### config.mk
export PLATFORM = sky130hd
export DESIGN_NAME = uitf_unit
export DESIGN_NICKNAME = d
export VERILOG_FILES = /design/src/verilog/uitf_pkg.sv /design/src/verilog/uitf_cvt.sv /design/src/verilog/uitf_unit.sv
export SDC_FILE = /design/constraint.sdc
export NUM_CORES = 1
export LEC_CHECK = 0
export BUFFER_PORTS_ARGS = -buffer_cell sky130_fd_sc_hd__buf_2
export CORE_MARGIN = 10
export CORE_UTILIZATION = 30
export CTS_CLUSTER_DIAMETER = 50
export DETAILED_ROUTE_END_ITERATION = 16
export PLACE_DENSITY_LB_ADDON = 0.12
export SYNTH_ARGS = -nofsm -noshare
export SYNTH_HDL_FRONTEND = slang
export SYNTH_SLANG_ARGS = --single-unit
### constraint.sdc
create_clock -name aclk -period 8.7 [get_ports aclk]
set_input_delay 1.74 -clock aclk [delete_from_list [all_inputs] [get_ports aclk]]
set_output_delay 1.74 -clock aclk [all_outputs]
set_load 0.005 [all_outputs]
### src/verilog/uitf_pkg.sv
// Purpose: shared constants and types for the unsigned integer to float unit
// Assumes: one clock, synchronous active-low reset, AXI4-Lite register access
// Notes: flag vector layout is shared by status word and probe results
package uitf_pkg;

    // opcodes of this group
    localparam logic [7:0] UITF_OPC_CONV = 8'h7F;
    localparam logic [7:0] UITF_OPC_CONV_RZ = 8'h77;
    localparam logic [7:0] UITF_OPC_PROBE = 8'h80;
    localparam logic [7:0] UITF_OPC_PROBE_RZ = 8'h78;

    // exception flag vector
    localparam int UITF_FLAG_W = 6;
    localparam int UITF_FLAG_INX = 1;
    localparam logic [5:0] UITF_FLAG_INX_MASK = 6'h02;

    // rounding mode encodings
    localparam logic [1:0] UITF_RM_NEAREST = 2'h0;
    localparam logic [1:0] UITF_RM_ZERO = 2'h1;
    localparam logic [1:0] UITF_RM_POS = 2'h2;
    localparam logic [1:0] UITF_RM_NEG = 2'h3;

    // status word fields
    localparam int UITF_PSW_FLAG_LSB = 0;
    localparam int UITF_PSW_RM_LSB = 8;
    localparam logic [5:0] UITF_PSW_FLAG_RST = 6'h00;
    localparam logic [1:0] UITF_PSW_RM_RST = 2'h0;

    // register offsets (byte addresses)
    localparam logic [3:0] UITF_OFS_PSW = 4'h0;
    localparam logic [3:0] UITF_OFS_LAST = 4'h4;

    // AXI responses
    localparam logic [1:0] UITF_RESP_OKAY = 2'h0;
    localparam logic [1:0] UITF_RESP_SLVERR = 2'h2;

    // float format, pipeline latency and destination width
    localparam logic [7:0] UITF_EXP_BIAS = 8'h7F;
    localparam int UITF_LATENCY = 3;
    localparam int UITF_DEST_W = 7;

    typedef enum logic [1:0] {
        UITF_OP_CONV,
        UITF_OP_CONV_RZ,
        UITF_OP_PROBE,
        UITF_OP_PROBE_RZ
    } uitf_op_e;

    typedef struct packed {
        logic valid;
        uitf_op_e kind;
        logic [UITF_DEST_W-1:0] dest;
        logic [31:0] data;
        logic [UITF_FLAG_W-1:0] flags;
        logic [1:0] rmode;
    } uitf_stage_s;

endpackage

### src/verilog/uitf_cvt.sv
// Purpose: combinational unsigned 32-bit to single-precision converter
// Assumes: operand is unsigned, result is never negative
// Notes: only inexact can arise from this conversion
`timescale 1ns/100ps
`default_nettype none
module uitf_cvt
    import uitf_pkg::*;
(
    // operand and mode
    input wire logic [31:0] source_operand,
    input wire logic [1:0] rmode,
    // result
    output logic [31:0] result,
    output logic [UITF_FLAG_W-1:0] flags
);

    logic [4:0] lead;
    logic [31:0] norm;
    logic [22:0] mant;
    logic grd;
    logic stk;
    logic inexact_flag;
    logic up;
    logic [7:0] biased;
    logic [31:0] packed_val;

    // leading one position
    always_comb begin
        lead = 5'h00;
        for (int i = 0; i < 32; i++) begin
            if (source_operand[i]) begin
                lead = 5'(i);
            end
        end
    end

    assign norm = source_operand << (5'h1F - lead);
    assign mant = norm[30:8];
    assign grd = norm[7];
    assign stk = |norm[6:0];
    assign inexact_flag = grd | stk;
    assign biased = UITF_EXP_BIAS + {3'h0, lead};

    // round increment per mode
    always_comb begin
        case (rmode)
            UITF_RM_NEAREST: up = grd & (stk | mant[0]);
            UITF_RM_ZERO: up = 1'b0;
            UITF_RM_POS: up = inexact_flag;
            UITF_RM_NEG: up = 1'b0;
            default: up = 1'b0;
        endcase
    end

    // carry out of mantissa lands in exponent
    assign packed_val = {1'b0, biased, mant} + {31'h00000000, up};
    assign result = (source_operand == 32'h00000000) ? 32'h00000000 : packed_val;
    assign flags = inexact_flag ? UITF_FLAG_INX_MASK : 6'h00;

endmodule
`default_nettype wire

### src/verilog/uitf_unit.sv
// Purpose: unsigned integer to float unit with status word and AXI4-Lite access
// Assumes: issue logic sends only opcodes of this group to this slot
// Notes: three-cycle pipeline, writeback and flag update on the same edge
//
// Functional notes
// - default convert rounds by the status-word rounding mode
// - truncating convert always rounds toward zero, ignores mode bits
// - probe writes flag vector, status-word layout, inexact is 0x02
// - probe leaves status-word flags untouched, writes destination and the last-flags register
// - converting ops set matching status-word flags on exception
// - flags are sticky; only explicit status-word write clears them
// - simultaneous flag updates are ORed with existing flag values
// - flag update coincides with destination write, latency three cycles
// - guard bit zero keeps destination, guard bit one writes it
// - guard bit zero on convert suppresses write and flag change
// - truncating probe returns flags, rounds toward zero, keeps status word
//
// The implementer's own choices: the AXI4-Lite slave port and the register addresses.
`timescale 1ns/100ps
`default_nettype none
module uitf_unit
    import uitf_pkg::*;
(
    // clock and reset
    input wire logic aclk,
    input wire logic aresetn,
    // issue port
    input wire logic issue_valid,
    input wire logic [7:0] issue_opcode,
    input wire logic [31:0] source_operand,
    input wire logic guard_present,
    input wire logic [31:0] guard_value,
    input wire logic [UITF_DEST_W-1:0] issue_dest,
    // flag updates from other floating-point units
    input wire logic [UITF_FLAG_W-1:0] ext_flag_set,
    // writeback port
    output logic wb_valid,
    output logic [UITF_DEST_W-1:0] wb_dest,
    output logic [31:0] wb_data,
    // status word view
    output logic [31:0] program_status_word,
    // AXI4-Lite write address
    input wire logic [3:0] s_axi_awaddr,
    input wire logic s_axi_awvalid,
    output logic s_axi_awready,
    // AXI4-Lite write data
    input wire logic [31:0] s_axi_wdata,
    input wire logic [3:0] s_axi_wstrb,
    input wire logic s_axi_wvalid,
    output logic s_axi_wready,
    // AXI4-Lite write response
    output logic [1:0] s_axi_bresp,
    output logic s_axi_bvalid,
    input wire logic s_axi_bready,
    // AXI4-Lite read address
    input wire logic [3:0] s_axi_araddr,
    input wire logic s_axi_arvalid,
    output logic s_axi_arready,
    // AXI4-Lite read data
    output logic [31:0] s_axi_rdata,
    output logic [1:0] s_axi_rresp,
    output logic s_axi_rvalid,
    input wire logic s_axi_rready
);

    ////////////////////////////////////////////////////////////////////////
    // opcode decode

    function automatic logic op_known(input logic [7:0] opc);
        op_known = (opc == UITF_OPC_CONV) || (opc == UITF_OPC_CONV_RZ) ||
                   (opc == UITF_OPC_PROBE) || (opc == UITF_OPC_PROBE_RZ);
    endfunction

    function automatic uitf_op_e op_kind(input logic [7:0] opc);
        case (opc)
            UITF_OPC_CONV: op_kind = UITF_OP_CONV;
            UITF_OPC_CONV_RZ: op_kind = UITF_OP_CONV_RZ;
            UITF_OPC_PROBE: op_kind = UITF_OP_PROBE;
            UITF_OPC_PROBE_RZ: op_kind = UITF_OP_PROBE_RZ;
            default: op_kind = UITF_OP_CONV;
        endcase
    endfunction

    logic [UITF_FLAG_W-1:0] flags_r;
    logic [UITF_FLAG_W-1:0] flags_nxt;
    logic [1:0] rmode_r;
    logic [1:0] rmode_nxt;
    logic [31:0] last_r;
    uitf_stage_s sa_r;
    uitf_stage_s sa_nxt;
    uitf_stage_s sb_r;
    uitf_stage_s sb_nxt;
    logic wb_probe_r;
    logic guard_ok;
    uitf_op_e issue_kind;
    logic [1:0] issue_rmode;
    logic [31:0] cvt_result;
    logic [UITF_FLAG_W-1:0] cvt_flags;
    logic sb_is_probe;
    logic commit_conv;
    logic [UITF_FLAG_W-1:0] hw_set;

    ////////////////////////////////////////////////////////////////////////
    // stage a: issue capture

    assign guard_ok = !guard_present || guard_value[0];
    assign issue_kind = op_kind(issue_opcode);
    // truncating forms force toward zero
    assign issue_rmode = (issue_kind == UITF_OP_CONV_RZ || issue_kind == UITF_OP_PROBE_RZ) ?
                         UITF_RM_ZERO : rmode_r;

    always_comb begin
        sa_nxt = '0;
        sa_nxt.valid = issue_valid && op_known(issue_opcode) && guard_ok;
        sa_nxt.kind = issue_kind;
        sa_nxt.dest = issue_dest;
        sa_nxt.data = source_operand;
        sa_nxt.rmode = issue_rmode;
    end

    ////////////////////////////////////////////////////////////////////////
    // stage b: conversion

    uitf_cvt u_cvt (
        .source_operand(sa_r.data),
        .rmode(sa_r.rmode),
        .result(cvt_result),
        .flags(cvt_flags)
    );

    assign sb_is_probe = (sa_r.kind == UITF_OP_PROBE) || (sa_r.kind == UITF_OP_PROBE_RZ);

    always_comb begin
        sb_nxt = sa_r;
        sb_nxt.flags = cvt_flags;
        sb_nxt.data = sb_is_probe ? {26'h0000000, cvt_flags} : cvt_result;
    end

    always_ff @(posedge aclk) begin
        if (!aresetn) begin
            sa_r <= '0;
            sb_r <= '0;
        end else begin
            sa_r <= sa_nxt;
            sb_r <= sb_nxt;
        end
    end

    ////////////////////////////////////////////////////////////////////////
    // stage c: writeback and flag merge

    assign commit_conv = sb_r.valid &&
                         (sb_r.kind == UITF_OP_CONV || sb_r.kind == UITF_OP_CONV_RZ);
    assign hw_set = ext_flag_set | (commit_conv ? sb_r.flags : 6'h00);

    always_ff @(posedge aclk) begin
        if (!aresetn) begin
            wb_valid <= 1'b0;
            wb_dest <= '0;
            wb_data <= 32'h00000000;
            wb_probe_r <= 1'b0;
            last_r <= 32'h00000000;
        end else begin
            wb_valid <= sb_r.valid;
            wb_dest <= sb_r.dest;
            wb_data <= sb_r.data;
            wb_probe_r <= sb_r.valid && !commit_conv;
            if (sb_r.valid) begin
                last_r <= {26'h0000000, sb_r.flags};
            end
        end
    end

    ////////////////////////////////////////////////////////////////////////
    // AXI4-Lite slave

    logic aw_hold_r;
    logic [3:0] awaddr_r;
    logic w_hold_r;
    logic [31:0] wdata_r;
    logic [3:0] wstrb_r;
    logic bvalid_r;
    logic [1:0] bresp_r;
    logic rvalid_r;
    logic [31:0] rdata_r;
    logic [1:0] rresp_r;
    logic wr_fire;
    logic wr_psw;
    logic wr_hit;
    logic rd_fire;
    logic rd_psw;
    logic rd_last;
    logic [31:0] rd_mux;

    assign s_axi_awready = !aw_hold_r && !bvalid_r;
    assign s_axi_wready = !w_hold_r && !bvalid_r;
    assign s_axi_arready = !rvalid_r;
    assign s_axi_bvalid = bvalid_r;
    assign s_axi_bresp = bresp_r;
    assign s_axi_rvalid = rvalid_r;
    assign s_axi_rdata = rdata_r;
    assign s_axi_rresp = rresp_r;

    assign wr_fire = aw_hold_r && w_hold_r && !bvalid_r;
    assign wr_psw = wr_fire && (awaddr_r == UITF_OFS_PSW);
    assign wr_hit = wr_psw || (awaddr_r == UITF_OFS_LAST);
    assign rd_fire = s_axi_arvalid && s_axi_arready;
    assign rd_psw = s_axi_araddr == UITF_OFS_PSW;
    assign rd_last = s_axi_araddr == UITF_OFS_LAST;
    assign rd_mux = rd_psw ? program_status_word : (rd_last ? last_r : 32'h00000000);

    always_ff @(posedge aclk) begin
        if (!aresetn) begin
            aw_hold_r <= 1'b0;
            awaddr_r <= 4'h0;
            w_hold_r <= 1'b0;
            wdata_r <= 32'h00000000;
            wstrb_r <= 4'h0;
            bvalid_r <= 1'b0;
            bresp_r <= UITF_RESP_OKAY;
        end else begin
            if (s_axi_awvalid && s_axi_awready) begin
                aw_hold_r <= 1'b1;
                awaddr_r <= s_axi_awaddr;
            end
            if (s_axi_wvalid && s_axi_wready) begin
                w_hold_r <= 1'b1;
                wdata_r <= s_axi_wdata;
                wstrb_r <= s_axi_wstrb;
            end
            if (wr_fire) begin
                aw_hold_r <= 1'b0;
                w_hold_r <= 1'b0;
                bvalid_r <= 1'b1;
                bresp_r <= wr_hit ? UITF_RESP_OKAY : UITF_RESP_SLVERR;
            end else if (bvalid_r && s_axi_bready) begin
                bvalid_r <= 1'b0;
            end
        end
    end

    always_ff @(posedge aclk) begin
        if (!aresetn) begin
            rvalid_r <= 1'b0;
            rdata_r <= 32'h00000000;
            rresp_r <= UITF_RESP_OKAY;
        end else if (rd_fire) begin
            rvalid_r <= 1'b1;
            rdata_r <= rd_mux;
            rresp_r <= (rd_psw || rd_last) ? UITF_RESP_OKAY : UITF_RESP_SLVERR;
        end else if (rvalid_r && s_axi_rready) begin
            rvalid_r <= 1'b0;
        end
    end

    ////////////////////////////////////////////////////////////////////////
    // status word

    always_comb begin
        flags_nxt = flags_r;
        rmode_nxt = rmode_r;
        if (wr_psw && wstrb_r[0]) begin
            flags_nxt = wdata_r[UITF_PSW_FLAG_LSB +: UITF_FLAG_W];
        end
        if (wr_psw && wstrb_r[1]) begin
            rmode_nxt = wdata_r[UITF_PSW_RM_LSB +: 2];
        end
        // hardware set wins over a clearing write
        flags_nxt = flags_nxt | hw_set;
    end

    always_ff @(posedge aclk) begin
        if (!aresetn) begin
            flags_r <= UITF_PSW_FLAG_RST;
            rmode_r <= UITF_PSW_RM_RST;
        end else begin
            flags_r <= flags_nxt;
            rmode_r <= rmode_nxt;
        end
    end

    assign program_status_word = {22'h000000, rmode_r, 2'h0, flags_r};

    ////////////////////////////////////////////////////////////////////////
    // checks

    logic issue_ok;
    assign issue_ok = issue_valid && op_known(issue_opcode);

    AST_RN_CONV: assert property (@(posedge aclk) disable iff (!aresetn)
        issue_ok && guard_ok && issue_opcode == UITF_OPC_CONV && rmode_r == UITF_RM_NEAREST &&
        source_operand == 32'hFFFFFFFF |-> ##3 wb_valid && wb_data == 32'h4F800000)
        else $error("nearest convert of all ones wrong");

    AST_RZ_CONV: assert property (@(posedge aclk) disable iff (!aresetn)
        issue_ok && guard_ok && issue_opcode == UITF_OPC_CONV_RZ &&
        source_operand == 32'hFFFFFFFF |-> ##3 wb_valid && wb_data == 32'h4F7FFFFF)
        else $error("truncating convert rounded up");

    AST_PROBE_DATA: assert property (@(posedge aclk) disable iff (!aresetn)
        wb_valid && wb_probe_r |-> wb_data[31:6] == 26'h0000000)
        else $error("probe result has bits above flags");

    AST_PROBE_KEEPS: assert property (@(posedge aclk) disable iff (!aresetn)
        sb_r.valid && !commit_conv && !wr_psw && ext_flag_set == 6'h00 |=> $stable(flags_r))
        else $error("probe changed status flags");

    AST_INX_SET: assert property (@(posedge aclk) disable iff (!aresetn)
        commit_conv && sb_r.flags[UITF_FLAG_INX] |=> flags_r[UITF_FLAG_INX] && wb_valid)
        else $error("inexact not raised by convert");

    AST_STICKY: assert property (@(posedge aclk) disable iff (!aresetn)
        !wr_psw |=> (flags_r & $past(flags_r)) == $past(flags_r))
        else $error("flag cleared without status write");

    AST_OR_MERGE: assert property (@(posedge aclk) disable iff (!aresetn)
        ext_flag_set != 6'h00 |=> (flags_r & $past(ext_flag_set)) == $past(ext_flag_set))
        else $error("simultaneous flag update lost");

    AST_GUARD_WRITE: assert property (@(posedge aclk) disable iff (!aresetn)
        issue_ok && guard_present && guard_value[0] |-> ##3 wb_valid &&
        wb_dest == $past(issue_dest, 3))
        else $error("guarded op not written after three cycles");

    AST_GUARD_OFF: assert property (@(posedge aclk) disable iff (!aresetn)
        issue_valid && guard_present && !guard_value[0] |-> ##2 !commit_conv ##1 !wb_valid)
        else $error("guard false op had an effect");

    AST_NO_GUARD: assert property (@(posedge aclk) disable iff (!aresetn)
        issue_ok && !guard_present |-> ##3 wb_valid)
        else $error("unguarded op not written");

    AST_PROBE_INX: assert property (@(posedge aclk) disable iff (!aresetn)
        issue_ok && guard_ok && issue_opcode == UITF_OPC_PROBE &&
        source_operand == 32'hFFFFFFFF |-> ##3 wb_valid && wb_data == 32'h00000002)
        else $error("probe of all ones missed inexact");

    AST_PROBE_RZ: assert property (@(posedge aclk) disable iff (!aresetn)
        issue_ok && guard_ok && issue_opcode == UITF_OPC_PROBE_RZ &&
        source_operand == 32'h7FFFFFF1 |-> ##3 wb_valid && wb_data == 32'h00000002)
        else $error("truncating probe missed inexact");

endmodule
`default_nettype wire

==> results.txt <==
Crit end category - register
DR iter-0 viols - 678
Port Buffers - 143
EDFF count, synth - 0
Ys flop type - dfxtp_1
DR vias - 7485
Synth top area share - 38.0%
Yosys warning count - 0
Clock sink count - 162
Remaining routing DRC violations - 0
Largest area contributor in the netlist - dfxtp_1
Setup Skew - 0.0177 ns
Die width - 189 um
WL per Instance - 18.6 um
Final hold violations - 0
Area Growth Syn to Fin - 17.0%
Unique masters post-synth - 87
CP max stage delay - 0.72 ns
Final setup TNS - 0 ns
GRT Total Usage - 15.0%
Synth Instances - 987
Layout cells sized above 1 - 19.9%
IO Pins - 251
Leakage - 0.00417 uW
Cell Area, Synth - 8520 um2
Initial Util - 30.5%
Sequential share of the synthesized area - 38.0%
Num CTS Buffers - 17
Clock Latency Late Sink - 0.43 ns
TritonCTS clock tree - done
Ranking of synthesized cells by area - dfxtp_1 (38%), and2_1 (7.0%), mux2i_1 (4.7%)
Hold-fix buffers, CTS - 0
Final Critical Period - 6.32 ns
CTS HTree Levels - 4
Unrepaired setup endpoints after global routing - false
Flops & latches, synth - 162
Clk root buf - clkbuf_16
Core Area - 27900 um2
Syn Area/Cell - 8.64 um2
Status - completed
# Post-CTS Setup Buffers - 0
Initial antenna violation count - 0
Number of global-route vias before repair - 7309
Crit path launch type - register
Core Rows - 61
Asr flop ratio synth - 0%
CTS max path bufs - 2
Worst hold margin - 0.428 ns
Slew Limit Fails - 0
Peak supply drop - 0.0000954 V
DR pass1 iterations - 5
Worst hold path type - reg2reg
Max-cap viol count - 0
Max frequency - 158 MHz
Final RePlAce weighted congestion - 0.911
Fillers - 3018
Post-DP Area - 9350 um2
CP max-delay cell - dfxtp_1
Die ar. - 35600 um2
Cell area power density - 208 nW/um2
Clock slew at reported path FFs - 0.06 ns
Most frequent CP cell - a21oi_1
Crit path max fanout - 49
Diodes inserted - 0
Tightest Pin Transition - 1.08 ns
Die height - 189 um
Worst EP required - 9.02 ns
Fin crit share - 72.7%
Largest net degree at the start of global routing - 95
Total gr overflow - 0
CP Cell Sequence - nor2_1 > a221oi_1 > o21ai_2 > a211oi_4 > buf_4 > inv_4 > mux4_1 > a211oi_1 > a21oi_1 > o21ai_0 > nand2_1 > a21oi_1 > a2111oi_0 > ha_1 > ha_1 > inv_1 > nor4_4 > nand2_2 > or4_1 > a21oi_1
Rel. slew slack - 27.2%
Layout Nets - 1239
CP Data Arrival Time - 6.64 ns
First-pass GRT wire length - 42600 um
Post-DRT Antenna Nets - 0
Design Area, Final - 9970 um2
Via-to-Cell Ratio - 5.04
Post-DP HPWL - 20300 um
Post-CTS Resized - 0
Setup CP Type - reg2reg
Detailed-route wire length - 27700 um
Setup violations, final - 0
-- Yosys cell counts, drive strengths merged, types with 7 or more instances --
master  instances
clkbuf         46
nand4           8
nand3          32
nand2          74
a211oi         16
nor4           19
nor2           88
o21ai          22
or3             8
a22oi          12
a21oi          53
dfxtp         162
buf            69
a221oi         11
xnor2          16
and2           97
o22ai           7
a31oi           9
o211ai         17
inv            27
mux2i          40
nor3           20
-- power breakdown --
group | total (uW) | switching, uW | internal, uW
Sequential | 829 | 36.0 | 793
Clock | 791 | 330 | 461
Combinational | 454 | 284 | 170
-- cells by family after synthesis --
family,synth area share (%)
compound gates,19.4
xor+xnor,2.26
fa+ha+maj,0.734
buf+inv,8.95
flops,38.0
mux,6.59
other cells,0.0440
simple gates,23.9
-- worst paths after layout --
path / start / endpoint / slack, ns / depth (start not counted)
worst min-delay path: sa_r[43]$_SDFF_PN0_ / sb_r[43]$_SDFF_PN0_ / 0.43 / 1
worst max-delay path: sa_r[11]$_SDFF_PN0_ / sb_r[34]$_SDFF_PP0_ / 2.38 / 20
worst max register to register: sa_r[11]$_SDFF_PN0_ / sb_r[34]$_SDFF_PP0_ / 2.38 / 20
worst min register to register: sa_r[43]$_SDFF_PN0_ / sb_r[43]$_SDFF_PN0_ / 0.43 / 1
-- metal layers --
layer / GRT usage, % / part of all wire (%)
met1: 20.1 / 45
met5: 0 / 0
met3: 3.97 / 7.7
met2: 22.7 / 45
met4: 5.46 / 2.6
-- critical path: cells and delay by family, from the launching register on --
kind,cells,cell delay (ns)
buffers and inverters,3,0.86
flip-flops,1,0.72
AND/OR/NAND/NOR,5,1.38
AO/OA/AOI/OAI,9,2.20
adder cells (fa/ha/maj),2,0.45
multiplexers,1,0.58
-- metrics by stage --
stage,util [%],setup slack (ns),total power [uW],std cells
global route,35.7,1.87,2180,1486
global placement,33.5,2.60,1290,1455
detailed placement,33.5,2.54,1290,1455
CTS,35.7,2.47,2100,1486
floorplan,-,3.82,1170,1037
finish,35.7,2.38,2070,1486
-- area by class of cell --
type	instances	area (um2)	share of cell area, %
multi-input combinational	733	4720	47.4
timing repair buffer	155	806	8.08
sequential	162	3240	32.5
clock inverter	14	195	1.96
clock buffer	17	425	4.27
inverter	27	104	1.04
tap	378	473	4.74
-- state kept, by name, indices dropped and copies added, names as in the netlist, 2 cells and up --
name / cells
flags_r: 6
awaddr_r: 4
wb_dest: 7
wdata_r: 8
sa_r: 43
sb_r: 42
rmode_r: 2
wb_data: 32
s_axi_rdata: 8
wstrb_r: 2
-- cell usage in the layout (no fill, tap or decap), drive strengths merged, types with 7 or more instances in the layout --
cell	Yosys	routed
nand3	32	32
o211ai	17	17
and2	97	97
or3	8	8
nand4	8	8
a31oi	9	9
a221oi	11	11
nor3	20	20
nor2	88	88
a22oi	12	12
nor4	19	19
nand2	74	74
clkbuf	46	17
xnor2	16	16
o22ai	7	7
buf	69	155
inv	27	33
dfxtp	162	162
mux2i	40	40
o21ai	22	22
a21oi	53	53
conb	1	51
a211oi	16	16
Note: power is estimated with default switching activity, not from simulation.
